File: src/verilog/bus_cycle_defs.svh
// bus cycle control constants: field widths, encodings, drive strength reset value
`ifndef BUS_CYCLE_DEFS_SVH
`define BUS_CYCLE_DEFS_SVH
`define ADDR_HI 31
`define ADDR_LO 3
`define DRV_ADDR_HI 20
`define DATA_W 64
`define LANES 8
// cycle definition encoding {mem_io, data_code, write_read}
`define CYC_INT_ACK 3'b000
`define CYC_SPECIAL 3'b001
`define CYC_IO_READ 3'b010
`define CYC_IO_WRITE 3'b011
`define CYC_CODE_READ 3'b100
`define CYC_MEM_READ 3'b110
`define CYC_MEM_WRITE 3'b111
// reset value of drive strength select
`define DRIVE_SEL_RST 1'b1
`endif

File: src/verilog/bus_cycle_pkg.sv
// bus cycle control types shared by both ends
package bus_cycle_pkg;
	// kind of bus cycle requested by the core
	typedef enum logic [2:0] {
		KIND_MEM_READ,
		KIND_CODE_READ,
		KIND_MEM_WRITE,
		KIND_WRITEBACK,
		KIND_IO_READ,
		KIND_IO_WRITE,
		KIND_INT_ACK,
		KIND_SPECIAL
	} cycle_kind_type;
endpackage : bus_cycle_pkg

File: src/verilog/bus_cycle_if.sv
// interface joining the processor bus unit and the system logic
`timescale 1ns/1ps
interface bus_cycle_if;
	// processor driven, with per-group output enables
	logic [31:3] addr;
	logic addr_strobe_n;
	logic addr_strobe_dup_n;
	logic addr_parity;
	logic [7:0] byte_enable_n;
	logic cache_n;
	logic data_code;
	logic lock_n;
	logic mem_io;
	logic page_cache_disable;
	logic page_write_through;
	logic split_cycle;
	logic write_read;
	logic bus_request;
	logic hit_modified_n;
	logic ctl_oe;
	// data bus, two-way: each end drives with its own enable
	logic [63:0] cpu_data;
	logic [7:0] cpu_data_parity;
	logic cpu_data_oe;
	logic [63:0] sys_data;
	logic [7:0] sys_data_parity;
	logic sys_data_oe;
	// system driven
	logic backoff_n;
	logic burst_ready_n;
	logic burst_ready_dup_n;
	modport cpu (
		output addr, addr_strobe_n, addr_strobe_dup_n, addr_parity, byte_enable_n,
		output cache_n, data_code, lock_n, mem_io, page_cache_disable,
		output page_write_through, split_cycle, write_read, bus_request,
		output hit_modified_n, ctl_oe, cpu_data, cpu_data_parity, cpu_data_oe,
		input sys_data, sys_data_parity, sys_data_oe,
		input backoff_n, burst_ready_n, burst_ready_dup_n
	);
	modport sys (
		input addr, addr_strobe_n, addr_strobe_dup_n, addr_parity, byte_enable_n,
		input cache_n, data_code, lock_n, mem_io, page_cache_disable,
		input page_write_through, split_cycle, write_read, bus_request,
		input hit_modified_n, ctl_oe, cpu_data, cpu_data_parity, cpu_data_oe,
		output sys_data, sys_data_parity, sys_data_oe,
		output backoff_n, burst_ready_n, burst_ready_dup_n
	);
endinterface : bus_cycle_if

File: src/verilog/cpu_bus_unit.sv
// processor end: bus cycle control with backoff, ready and cycle definition
`timescale 1ns/1ps
`include "bus_cycle_defs.svh"
////////////////////////////////////////////////////////////////////////////////
// Summary of operation
// sampled backoff aborts any cycle in progress
// backoff floats address, strobes, data, definition outputs
// outputs stay floated until backoff sampled negated
// others may drive bus while floated
// system asserts ready with valid read data
// system asserts ready once write data latched
// ready completes special cycles
// either ready copy completes transfers
// duplicate ready at reset release picks drive
// bus request while cycle pending internally
// arbiter may use bus request
// reads: cacheable output shows cacheability
// writes: cacheable only for modified writeback
// everything timed on the one bus clock
// data/code separates data from code fetches
// data/code also encodes acknowledge and special
// byte enable n qualifies data byte n
// aborted cycle restarts with new address phase
// backoff and ready sampled on rising edge
module cpu_bus_unit
	import bus_cycle_pkg::*;
(
	// clock and reset
	input wire logic ref_clk,
	input wire logic rst,
	// request from the core
	input wire logic req_valid,
	output logic req_ready,
	input wire cycle_kind_type req_kind,
	input wire logic [31:3] req_addr,
	input wire logic [7:0] req_byte_en_n,
	input wire logic [63:0] req_wdata,
	input wire logic req_cacheable,
	input wire logic req_lock,
	input wire logic req_pcd,
	input wire logic req_pwt,
	input wire logic req_split,
	// answer to the core
	output logic done,
	output logic [63:0] rdata,
	output logic aborted,
	output logic drive_strong,
	// bus side
	bus_cycle_if.cpu bus
);
	////////////////////////////////////////////////////////////////////////////
	// state
	typedef enum logic [1:0] {ST_IDLE, ST_ADDR, ST_DATA, ST_HOLD} state_type;
	state_type state_r, state_nxt;           // bus phase
	logic pend_r, pend_nxt;                  // a cycle is latched and not done
	cycle_kind_type kind_r, kind_nxt;        // latched kind
	logic [31:3] addr_r, addr_nxt;           // latched address
	logic [7:0] be_r, be_nxt;                // latched byte enables
	logic [63:0] wdata_r, wdata_nxt;         // latched write data
	logic [3:0] attr_r, attr_nxt;            // cacheable, lock, pcd, pwt
	logic split_r, split_nxt;                // split cycle attribute
	logic done_r, done_nxt;                  // completion pulse
	logic abort_r, abort_nxt;                // abort pulse
	logic [63:0] rdata_r, rdata_nxt;         // captured read data
	logic drv_r, drv_nxt;                    // drive strength select
	logic rst_d_r;                           // reset delayed, to find release
	logic ready;                             // merged ready copies
	logic is_write;                          // latched cycle writes
	logic [2:0] cyc_def;                     // {mem_io, data_code, write_read}
	logic cache_act;                         // cacheable output, active high

	// both copies complete a transfer alike; inputs are same-clock logic
	assign ready = !bus.burst_ready_n || !bus.burst_ready_dup_n; // see R8
	assign is_write = (kind_r == KIND_MEM_WRITE) || (kind_r == KIND_WRITEBACK)
		|| (kind_r == KIND_IO_WRITE);

	////////////////////////////////////////////////////////////////////////////
	// cycle definition encoding
	always_comb begin
		case (kind_r)
			KIND_MEM_READ: cyc_def = `CYC_MEM_READ;
			KIND_CODE_READ: cyc_def = `CYC_CODE_READ;
			KIND_MEM_WRITE: cyc_def = `CYC_MEM_WRITE;
			KIND_WRITEBACK: cyc_def = `CYC_MEM_WRITE;
			KIND_IO_READ: cyc_def = `CYC_IO_READ;
			KIND_IO_WRITE: cyc_def = `CYC_IO_WRITE;
			KIND_INT_ACK: cyc_def = `CYC_INT_ACK;
			KIND_SPECIAL: cyc_def = `CYC_SPECIAL;
			default: cyc_def = `CYC_SPECIAL;
		endcase
		// writes flag only modified-line writebacks, reads flag cacheability
		if (is_write) begin
			cache_act = (kind_r == KIND_WRITEBACK);
		end else begin
			cache_act = attr_r[3] && (kind_r == KIND_MEM_READ
				|| kind_r == KIND_CODE_READ);
		end
	end

	////////////////////////////////////////////////////////////////////////////
	// bus phase next state
	always_comb begin
		state_nxt = state_r;
		pend_nxt = pend_r;
		kind_nxt = kind_r;
		addr_nxt = addr_r;
		be_nxt = be_r;
		wdata_nxt = wdata_r;
		attr_nxt = attr_r;
		split_nxt = split_r;
		done_nxt = 1'b0;
		abort_nxt = 1'b0;
		rdata_nxt = rdata_r;
		// latch a new core request only when nothing is pending
		if (req_valid && !pend_r) begin
			pend_nxt = 1'b1;
			kind_nxt = req_kind;
			addr_nxt = req_addr;
			be_nxt = req_byte_en_n;
			wdata_nxt = req_wdata;
			attr_nxt = {req_cacheable, req_lock, req_pcd, req_pwt};
			split_nxt = req_split;
		end
		// backoff is checked first: it aborts a cycle in the address or data phase
		if (!bus.backoff_n) begin
			if (state_r == ST_ADDR || state_r == ST_DATA) begin
				abort_nxt = 1'b1;
			end
			state_nxt = ST_HOLD;
		end else begin
			case (state_r)
				ST_IDLE: begin
					if (pend_r) begin
						state_nxt = ST_ADDR;
					end
				end
				ST_ADDR: begin
					state_nxt = ST_DATA;
				end
				ST_DATA: begin
					// ready ends read, write and special cycles alike
					if (ready) begin // see R7
						state_nxt = ST_IDLE;
						pend_nxt = 1'b0;
						done_nxt = 1'b1;
						if (!is_write) begin
							rdata_nxt = bus.sys_data;
						end
					end
				end
				ST_HOLD: begin
					// aborted cycle stays pending and reissues its address
					state_nxt = pend_r ? ST_ADDR : ST_IDLE; // see R3
				end
				default: state_nxt = ST_IDLE;
			endcase
		end
	end

	// drive strength: duplicate ready caught at reset release
	always_comb begin
		drv_nxt = drv_r;
		if (rst_d_r) begin
			drv_nxt = !bus.burst_ready_dup_n;
		end
	end

	////////////////////////////////////////////////////////////////////////////
	// registers
	always_ff @(posedge ref_clk) begin
		rst_d_r <= rst;
		if (rst) begin
			state_r <= ST_IDLE;
			pend_r <= 1'b0;
			kind_r <= KIND_MEM_READ;
			addr_r <= '0;
			be_r <= 8'hff;
			wdata_r <= '0;
			attr_r <= 4'h0;
			split_r <= 1'b0;
			done_r <= 1'b0;
			abort_r <= 1'b0;
			rdata_r <= '0;
			drv_r <= `DRIVE_SEL_RST;
		end else begin
			state_r <= state_nxt;
			pend_r <= pend_nxt;
			kind_r <= kind_nxt;
			addr_r <= addr_nxt;
			be_r <= be_nxt;
			wdata_r <= wdata_nxt;
			attr_r <= attr_nxt;
			split_r <= split_nxt;
			done_r <= done_nxt;
			abort_r <= abort_nxt;
			rdata_r <= rdata_nxt;
			drv_r <= drv_nxt;
		end
	end

	////////////////////////////////////////////////////////////////////////////
	// outputs; control floats while in hold
	assign req_ready = !pend_r;
	assign done = done_r;
	assign rdata = rdata_r;
	assign aborted = abort_r;
	assign drive_strong = drv_r;
	assign bus.ctl_oe = (state_r != ST_HOLD); // see R2
	assign bus.addr = addr_r;
	assign bus.addr_strobe_n = (state_r != ST_ADDR);
	assign bus.addr_strobe_dup_n = (state_r != ST_ADDR);
	assign bus.addr_parity = ^addr_r;
	assign bus.byte_enable_n = be_r;
	assign bus.cache_n = !(cache_act && state_r != ST_IDLE);
	assign bus.mem_io = cyc_def[2];
	assign bus.data_code = cyc_def[1]; // see R15
	assign bus.write_read = cyc_def[0];
	assign bus.lock_n = !attr_r[2];
	assign bus.page_cache_disable = attr_r[1];
	assign bus.page_write_through = attr_r[0];
	assign bus.split_cycle = split_r;
	assign bus.bus_request = pend_r;
	assign bus.hit_modified_n = 1'b1;
	assign bus.cpu_data = wdata_r;
	assign bus.cpu_data_oe = is_write && (state_r == ST_DATA);
	// even parity per byte lane
	genvar g;
	generate
		for (g = 0; g < `LANES; g = g + 1) begin : g_par
			assign bus.cpu_data_parity[g] = ^wdata_r[g*8 +: 8];
		end
	endgenerate
endmodule : cpu_bus_unit

File: src/flat_wrapper.sv
// flat-port wrapper written by rule: the top's interface ports become plain ports
module cpu_bus_unit_flat import bus_cycle_pkg::*;
  (ref_clk, rst, req_valid, req_ready, req_kind, req_addr, req_byte_en_n, req_wdata, req_cacheable, req_lock, req_pcd, req_pwt, req_split, done, rdata, aborted, drive_strong, bus_addr, bus_addr_strobe_n, bus_addr_strobe_dup_n, bus_addr_parity, bus_byte_enable_n, bus_cache_n, bus_data_code, bus_lock_n, bus_mem_io, bus_page_cache_disable, bus_page_write_through, bus_split_cycle, bus_write_read, bus_bus_request, bus_hit_modified_n, bus_ctl_oe, bus_cpu_data, bus_cpu_data_parity, bus_cpu_data_oe, bus_sys_data, bus_sys_data_parity, bus_sys_data_oe, bus_backoff_n, bus_burst_ready_n, bus_burst_ready_dup_n);
  bus_cycle_if bus_i ();
  input wire logic ref_clk;
  input wire logic rst;
  input wire logic req_valid;
  output logic req_ready;
  input wire cycle_kind_type req_kind;
  input wire logic [31:3] req_addr;
  input wire logic [7:0] req_byte_en_n;
  input wire logic [63:0] req_wdata;
  input wire logic req_cacheable;
  input wire logic req_lock;
  input wire logic req_pcd;
  input wire logic req_pwt;
  input wire logic req_split;
  output logic done;
  output logic [63:0] rdata;
  output logic aborted;
  output logic drive_strong;
  output wire logic [$bits(bus_i.addr)-1:0] bus_addr;
  output wire logic [$bits(bus_i.addr_strobe_n)-1:0] bus_addr_strobe_n;
  output wire logic [$bits(bus_i.addr_strobe_dup_n)-1:0] bus_addr_strobe_dup_n;
  output wire logic [$bits(bus_i.addr_parity)-1:0] bus_addr_parity;
  output wire logic [$bits(bus_i.byte_enable_n)-1:0] bus_byte_enable_n;
  output wire logic [$bits(bus_i.cache_n)-1:0] bus_cache_n;
  output wire logic [$bits(bus_i.data_code)-1:0] bus_data_code;
  output wire logic [$bits(bus_i.lock_n)-1:0] bus_lock_n;
  output wire logic [$bits(bus_i.mem_io)-1:0] bus_mem_io;
  output wire logic [$bits(bus_i.page_cache_disable)-1:0] bus_page_cache_disable;
  output wire logic [$bits(bus_i.page_write_through)-1:0] bus_page_write_through;
  output wire logic [$bits(bus_i.split_cycle)-1:0] bus_split_cycle;
  output wire logic [$bits(bus_i.write_read)-1:0] bus_write_read;
  output wire logic [$bits(bus_i.bus_request)-1:0] bus_bus_request;
  output wire logic [$bits(bus_i.hit_modified_n)-1:0] bus_hit_modified_n;
  output wire logic [$bits(bus_i.ctl_oe)-1:0] bus_ctl_oe;
  output wire logic [$bits(bus_i.cpu_data)-1:0] bus_cpu_data;
  output wire logic [$bits(bus_i.cpu_data_parity)-1:0] bus_cpu_data_parity;
  output wire logic [$bits(bus_i.cpu_data_oe)-1:0] bus_cpu_data_oe;
  input wire logic [$bits(bus_i.sys_data)-1:0] bus_sys_data;
  input wire logic [$bits(bus_i.sys_data_parity)-1:0] bus_sys_data_parity;
  input wire logic [$bits(bus_i.sys_data_oe)-1:0] bus_sys_data_oe;
  input wire logic [$bits(bus_i.backoff_n)-1:0] bus_backoff_n;
  input wire logic [$bits(bus_i.burst_ready_n)-1:0] bus_burst_ready_n;
  input wire logic [$bits(bus_i.burst_ready_dup_n)-1:0] bus_burst_ready_dup_n;
  assign bus_addr = bus_i.addr;
  assign bus_addr_strobe_n = bus_i.addr_strobe_n;
  assign bus_addr_strobe_dup_n = bus_i.addr_strobe_dup_n;
  assign bus_addr_parity = bus_i.addr_parity;
  assign bus_byte_enable_n = bus_i.byte_enable_n;
  assign bus_cache_n = bus_i.cache_n;
  assign bus_data_code = bus_i.data_code;
  assign bus_lock_n = bus_i.lock_n;
  assign bus_mem_io = bus_i.mem_io;
  assign bus_page_cache_disable = bus_i.page_cache_disable;
  assign bus_page_write_through = bus_i.page_write_through;
  assign bus_split_cycle = bus_i.split_cycle;
  assign bus_write_read = bus_i.write_read;
  assign bus_bus_request = bus_i.bus_request;
  assign bus_hit_modified_n = bus_i.hit_modified_n;
  assign bus_ctl_oe = bus_i.ctl_oe;
  assign bus_cpu_data = bus_i.cpu_data;
  assign bus_cpu_data_parity = bus_i.cpu_data_parity;
  assign bus_cpu_data_oe = bus_i.cpu_data_oe;
  assign bus_i.sys_data = bus_sys_data;
  assign bus_i.sys_data_parity = bus_sys_data_parity;
  assign bus_i.sys_data_oe = bus_sys_data_oe;
  assign bus_i.backoff_n = bus_backoff_n;
  assign bus_i.burst_ready_n = bus_burst_ready_n;
  assign bus_i.burst_ready_dup_n = bus_burst_ready_dup_n;
  cpu_bus_unit u_core (.ref_clk(ref_clk), .rst(rst), .req_valid(req_valid), .req_ready(req_ready), .req_kind(req_kind), .req_addr(req_addr), .req_byte_en_n(req_byte_en_n), .req_wdata(req_wdata), .req_cacheable(req_cacheable), .req_lock(req_lock), .req_pcd(req_pcd), .req_pwt(req_pwt), .req_split(req_split), .done(done), .rdata(rdata), .aborted(aborted), .drive_strong(drive_strong), .bus(bus_i));
endmodule
File: config.mk
export PLATFORM = sky130hd
export DESIGN_NAME = cpu_bus_unit_flat
export DESIGN_NICKNAME = d
export VERILOG_FILES = /design/src/verilog/bus_cycle_pkg.sv /design/src/verilog/bus_cycle_if.sv /design/src/verilog/cpu_bus_unit.sv /design/src/flat_wrapper.sv
export VERILOG_INCLUDE_DIRS = /design/src /design/src/verilog
export SDC_FILE = /design/constraint.sdc
export NUM_CORES = 1
export LEC_CHECK = 0
export ABC_CLOCK_PERIOD_IN_PS = 1900
export BUFFER_PORTS_ARGS = -buffer_cell sky130_fd_sc_hd__buf_2
export CAP_MARGIN = 20
export CORE_AREA = 2 2 148 150
export CTS_BUF_LIST = sky130_fd_sc_hd__clkbuf_2
export DETAILED_ROUTE_END_ITERATION = 16
export DIE_AREA = 0 0 150 152
export SLEW_MARGIN = 20
export SYNTH_ARGS = -nofsm -noshare
export SYNTH_HDL_FRONTEND = slang
export SYNTH_SLANG_ARGS = --single-unit
File: constraint.sdc
create_clock -name ref_clk -period 1.9 [get_ports ref_clk]
set_input_delay 0.19 -clock ref_clk [delete_from_list [all_inputs] [get_ports ref_clk]]
set_output_delay 0.19 -clock ref_clk [all_outputs]
set_load 0.02 [all_outputs]
==> results.yml <==
cts:
  cts.path.max_buffers: 2
  cts_buffers: 17
  cts_tree: "built"
  clk_latency_ns: 0.77
  clock_sinks: 183
  clk_pin_slew_ns: 0.32
  h-tree-depth: 4
  cts_root_buffer: "clkbuf_2"
sta:
  setup_viol: 10
  rsz0062_at_grt: "true"
  finalCritPeriodShare: 1.32
  drv_slew: 0
  worstMarginPinSlew_ns: 0.666
  hold_violations: 0
  slew_headroom: 0.556
  fmaxAchievable_mhz: 399
  fin_ws_ns: -0.607
  period_minus_slack_ns: 2.51
  finClkSkew_ns: 0.0682
synthesis:
  ys_ff_latch: 183
  syn-num-nets: 1080
  synth_compound_area_frac: 0.124
  yosysTopAreaCell: "dfxtp_1"
  synth_mux_area_frac: 0.00578
  syn_area_mm2: 0.00715
  yosysUniqueCellTypes: 32
  synth_xor_area_frac: 0.106
  syn_avg_cell_area_um2: 8.06
  yosys_warnings: 0
  synthAdderAreaFrac: 0.00876
  synth_seq_area_share: 0.513
  synthTopCellsByArea: "dfxtp_1 (51%), nand2_1 (18%), a21oi_1 (11%), xnor2_1 (8.1%), clkbuf_1 (2.0%)"
  yosys.area_share.simple: 0.204
  synth_cells: 887
  synth_top_family_by_area: "simple AND/OR/NAND/NOR gates"
  netlist.area_leader.share: 0.513
drt:
  vias: 8284
  wirelength_mm: 27.2
  first_pass_iters: 4
  drcViolationCount: 0
  post_drt_via_cell_ratio: 4.60
  first_iter_violations: 343
  routedWlPerCell_um: 15.1
  ant_nets: 0
power_and_ir_drop:
  finalPower_w: 0.00889
  ir_worst_vdd_mv: 0.344
  power.leakage_nw: 5.62
  power_density_mw_per_mm2: 703
worst_setup_path:
  critPathCaptureType: "primary output"
  crit_top_cell: "xnor3_1"
  cp.required_ns: 1.71
  slowest_delay_ns: 0.41
  path_max_fanout: 2
  critical_path_arrival_ns: 2.32
  worstSetupPathType: "register to primary output"
  crit_chain: "xnor2_2 -> xnor3_1 -> xnor3_1 -> xnor3_2 -> buf_6"
  start_kind: "register"
  crit_slowest_cell: "xnor3_1"
finish:
  regArea_mm2: 0.00373
  fin_nets: 1695
  fin_area_mm2: 0.0126
  multiInputGateArea_mm2: 0.00349
  stdcell_count: 1799
  drive_above_1_share: 0.361
  fill_cells: 1822
  syn_to_final_growth_pct: 77.0
global_route:
  grt_max_degree: 90
  grt-ovfl-total: 0
  grt_antenna_before_repair: 4
  track_usage: 0.224
  grt_pass1_wl_mm: 40.9
  grt_pass1_vias: 8228
placement:
  place.port_buffers: 369
  place.gp.congestion: 0.799
  hpwl_mm: 16.3
  pre_cts_ws_ns: 0.0514
  dp_cells: 1496
  placed_area_mm2: 0.00942
die:
  rows: 54
  die_h_um: 152
  initial_core_util: 0.335
  die_w_um: 150
  coreArea_mm2: 0.0214
  dieArea_mm2: 0.0228
  io_pins: 380
run_status:
  violations: "setup timing"
  status: "complete, but fails checks"
job:
  maxCapViolCount: 0
hold_path:
  hp-class: "input port to register"
-- critical path: cells and delay by family, from the launching register on --
| kind | cells | cell delay (ns) |
|---|---|---|
| xor gates and xnor gates | 4 | 1.03 |
| buffers and inverters | 1 | 0.14 |
| DFF | 1 | 0.40 |
-- registers in the layout, summed over array words and instances (netlist names) --
signal	cells
u_core.bus.cpu_data	64
u_core.rdata	64
u_core.bus.addr	29
u_core.bus.byte_enable_n	8
u_core.attr_r	4
u_core.cyc_def	3
u_core.kind_r	3
u_core.state_r	2
u_core.aborted	1
u_core.bus.bus_request	1
u_core.bus.split_cycle	1
u_core.done	1
u_core.drive_strong	1
u_core.rst_d_r	1
-- layout make-up --
| cell class | instances | share of cell area |
|---|---|---|
| Inverter | 9 | 0.00307 |
| Antenna cell | 4 | 0.000791 |
| Clock inverter | 15 | 0.0111 |
| Tap cell | 280 | 0.0277 |
| Multi-Input combinational cell | 636 | 0.276 |
| Sequential cell | 183 | 0.295 |
| Timing Repair Buffer | 655 | 0.380 |
| Clock buffer | 17 | 0.00673 |
-- where the power goes --
group / switching [W] / internal [W]
clock network: 0.00154 / 0.000408
registers: 0.000171 / 0.00407
logic: 0.00133 / 0.00137
total: 0.00304 / 0.00585
-- cells in the mapped netlist --
master	instances
a311oi_1	1
buf_2	4
nor3b_1	1
ha_1	5
nor2_1	5
xnor2_1	66
o2111a_1	1
a211oi_1	3
xor2_1	11
o2111ai_1	1
nand3b_1	8
mux2i_1	3
and3_1	1
a21boi_0	1
mux2_2	1
nor2b_1	2
or2_2	1
and2_1	1
o21ai_0	2
xnor3_1	3
clkbuf_1	38
buf_4	2
a21oi_1	164
nand2b_1	3
xnor2_2	1
dfxtp_1	183
conb_1	1
or3_1	1
nand2_1	348
nor4bb_1	1
inv_1	9
buf_1	15
-- cells by family (layout without fill, tap and decap cells) --
logic type | Yosys count | after routing
other | 1 | 5
DFF | 183 | 183
adders and majority gates | 5 | 5
AOI/OAI and AO/OA | 173 | 173
muxes | 4 | 4
and+or+nand+nor | 372 | 372
xor gates and xnor gates | 81 | 81
buffers and inverters | 68 | 696
-- placed cells by master (no fill, tap or decap), types with 10 or more instances in the layout --
cell type and instances:
buf_6 12, buf_12 10, dfxtp_2 51, xnor2_2 17
buf_2 352, nand2_1 347, a21oi_1 164, clkbuf_2 17
xnor2_1 49, dlygate4sd3_1 231, dfxtp_1 131, buf_4 49
-- through the flow --
stage	hold WS [ns]	util	setup TNS, ns
detailed placement	0.406	0.441	0
floorplan	0.218	-	0
finish	0.145	0.592	-1.81
global route	0.0197	0.592	-4.02
CTS	0.0410	0.582	-3.03
global placement	0.403	0.441	0
-- path summary, 6_finish.rpt --
kind / slack, ns / to / from / cells after the start
worst min register to register: 0.47 / u_core.rdata[63] / u_core.rdata[63] / 2
worst min-delay path: 0.15 / u_core.rdata[2] / bus_sys_data[2] / 4
worst max register to register: 0.09 / u_core.bus.cpu_data[12] / u_core.bus.bus_request / 5
worst max-delay path: -0.61 / bus_addr_parity / u_core.bus.addr[10] / 5
-- what timing repair did --
item,CTS,global route
endpoints found under the setup margin,14,46
gates cloned,0,1
gates resized for setup,91,30
pin swaps,25,10
setup buffers,28,10
hold buffers,231,0
hold endpoints to repair,183,0
-- per-layer routing --
layer / part of all wire / vias up / GRT usage
li1: - / 4060 / -
met1: 0.38 / 3839 / 0.241
met2: 0.51 / 320 / 0.405
met3: 0.081 / 65 / 0.0736
met4: 0.031 / 0 / 0.0827
met5: 0 / - / 0
Note: power is estimated with default switching activity, not from simulation.
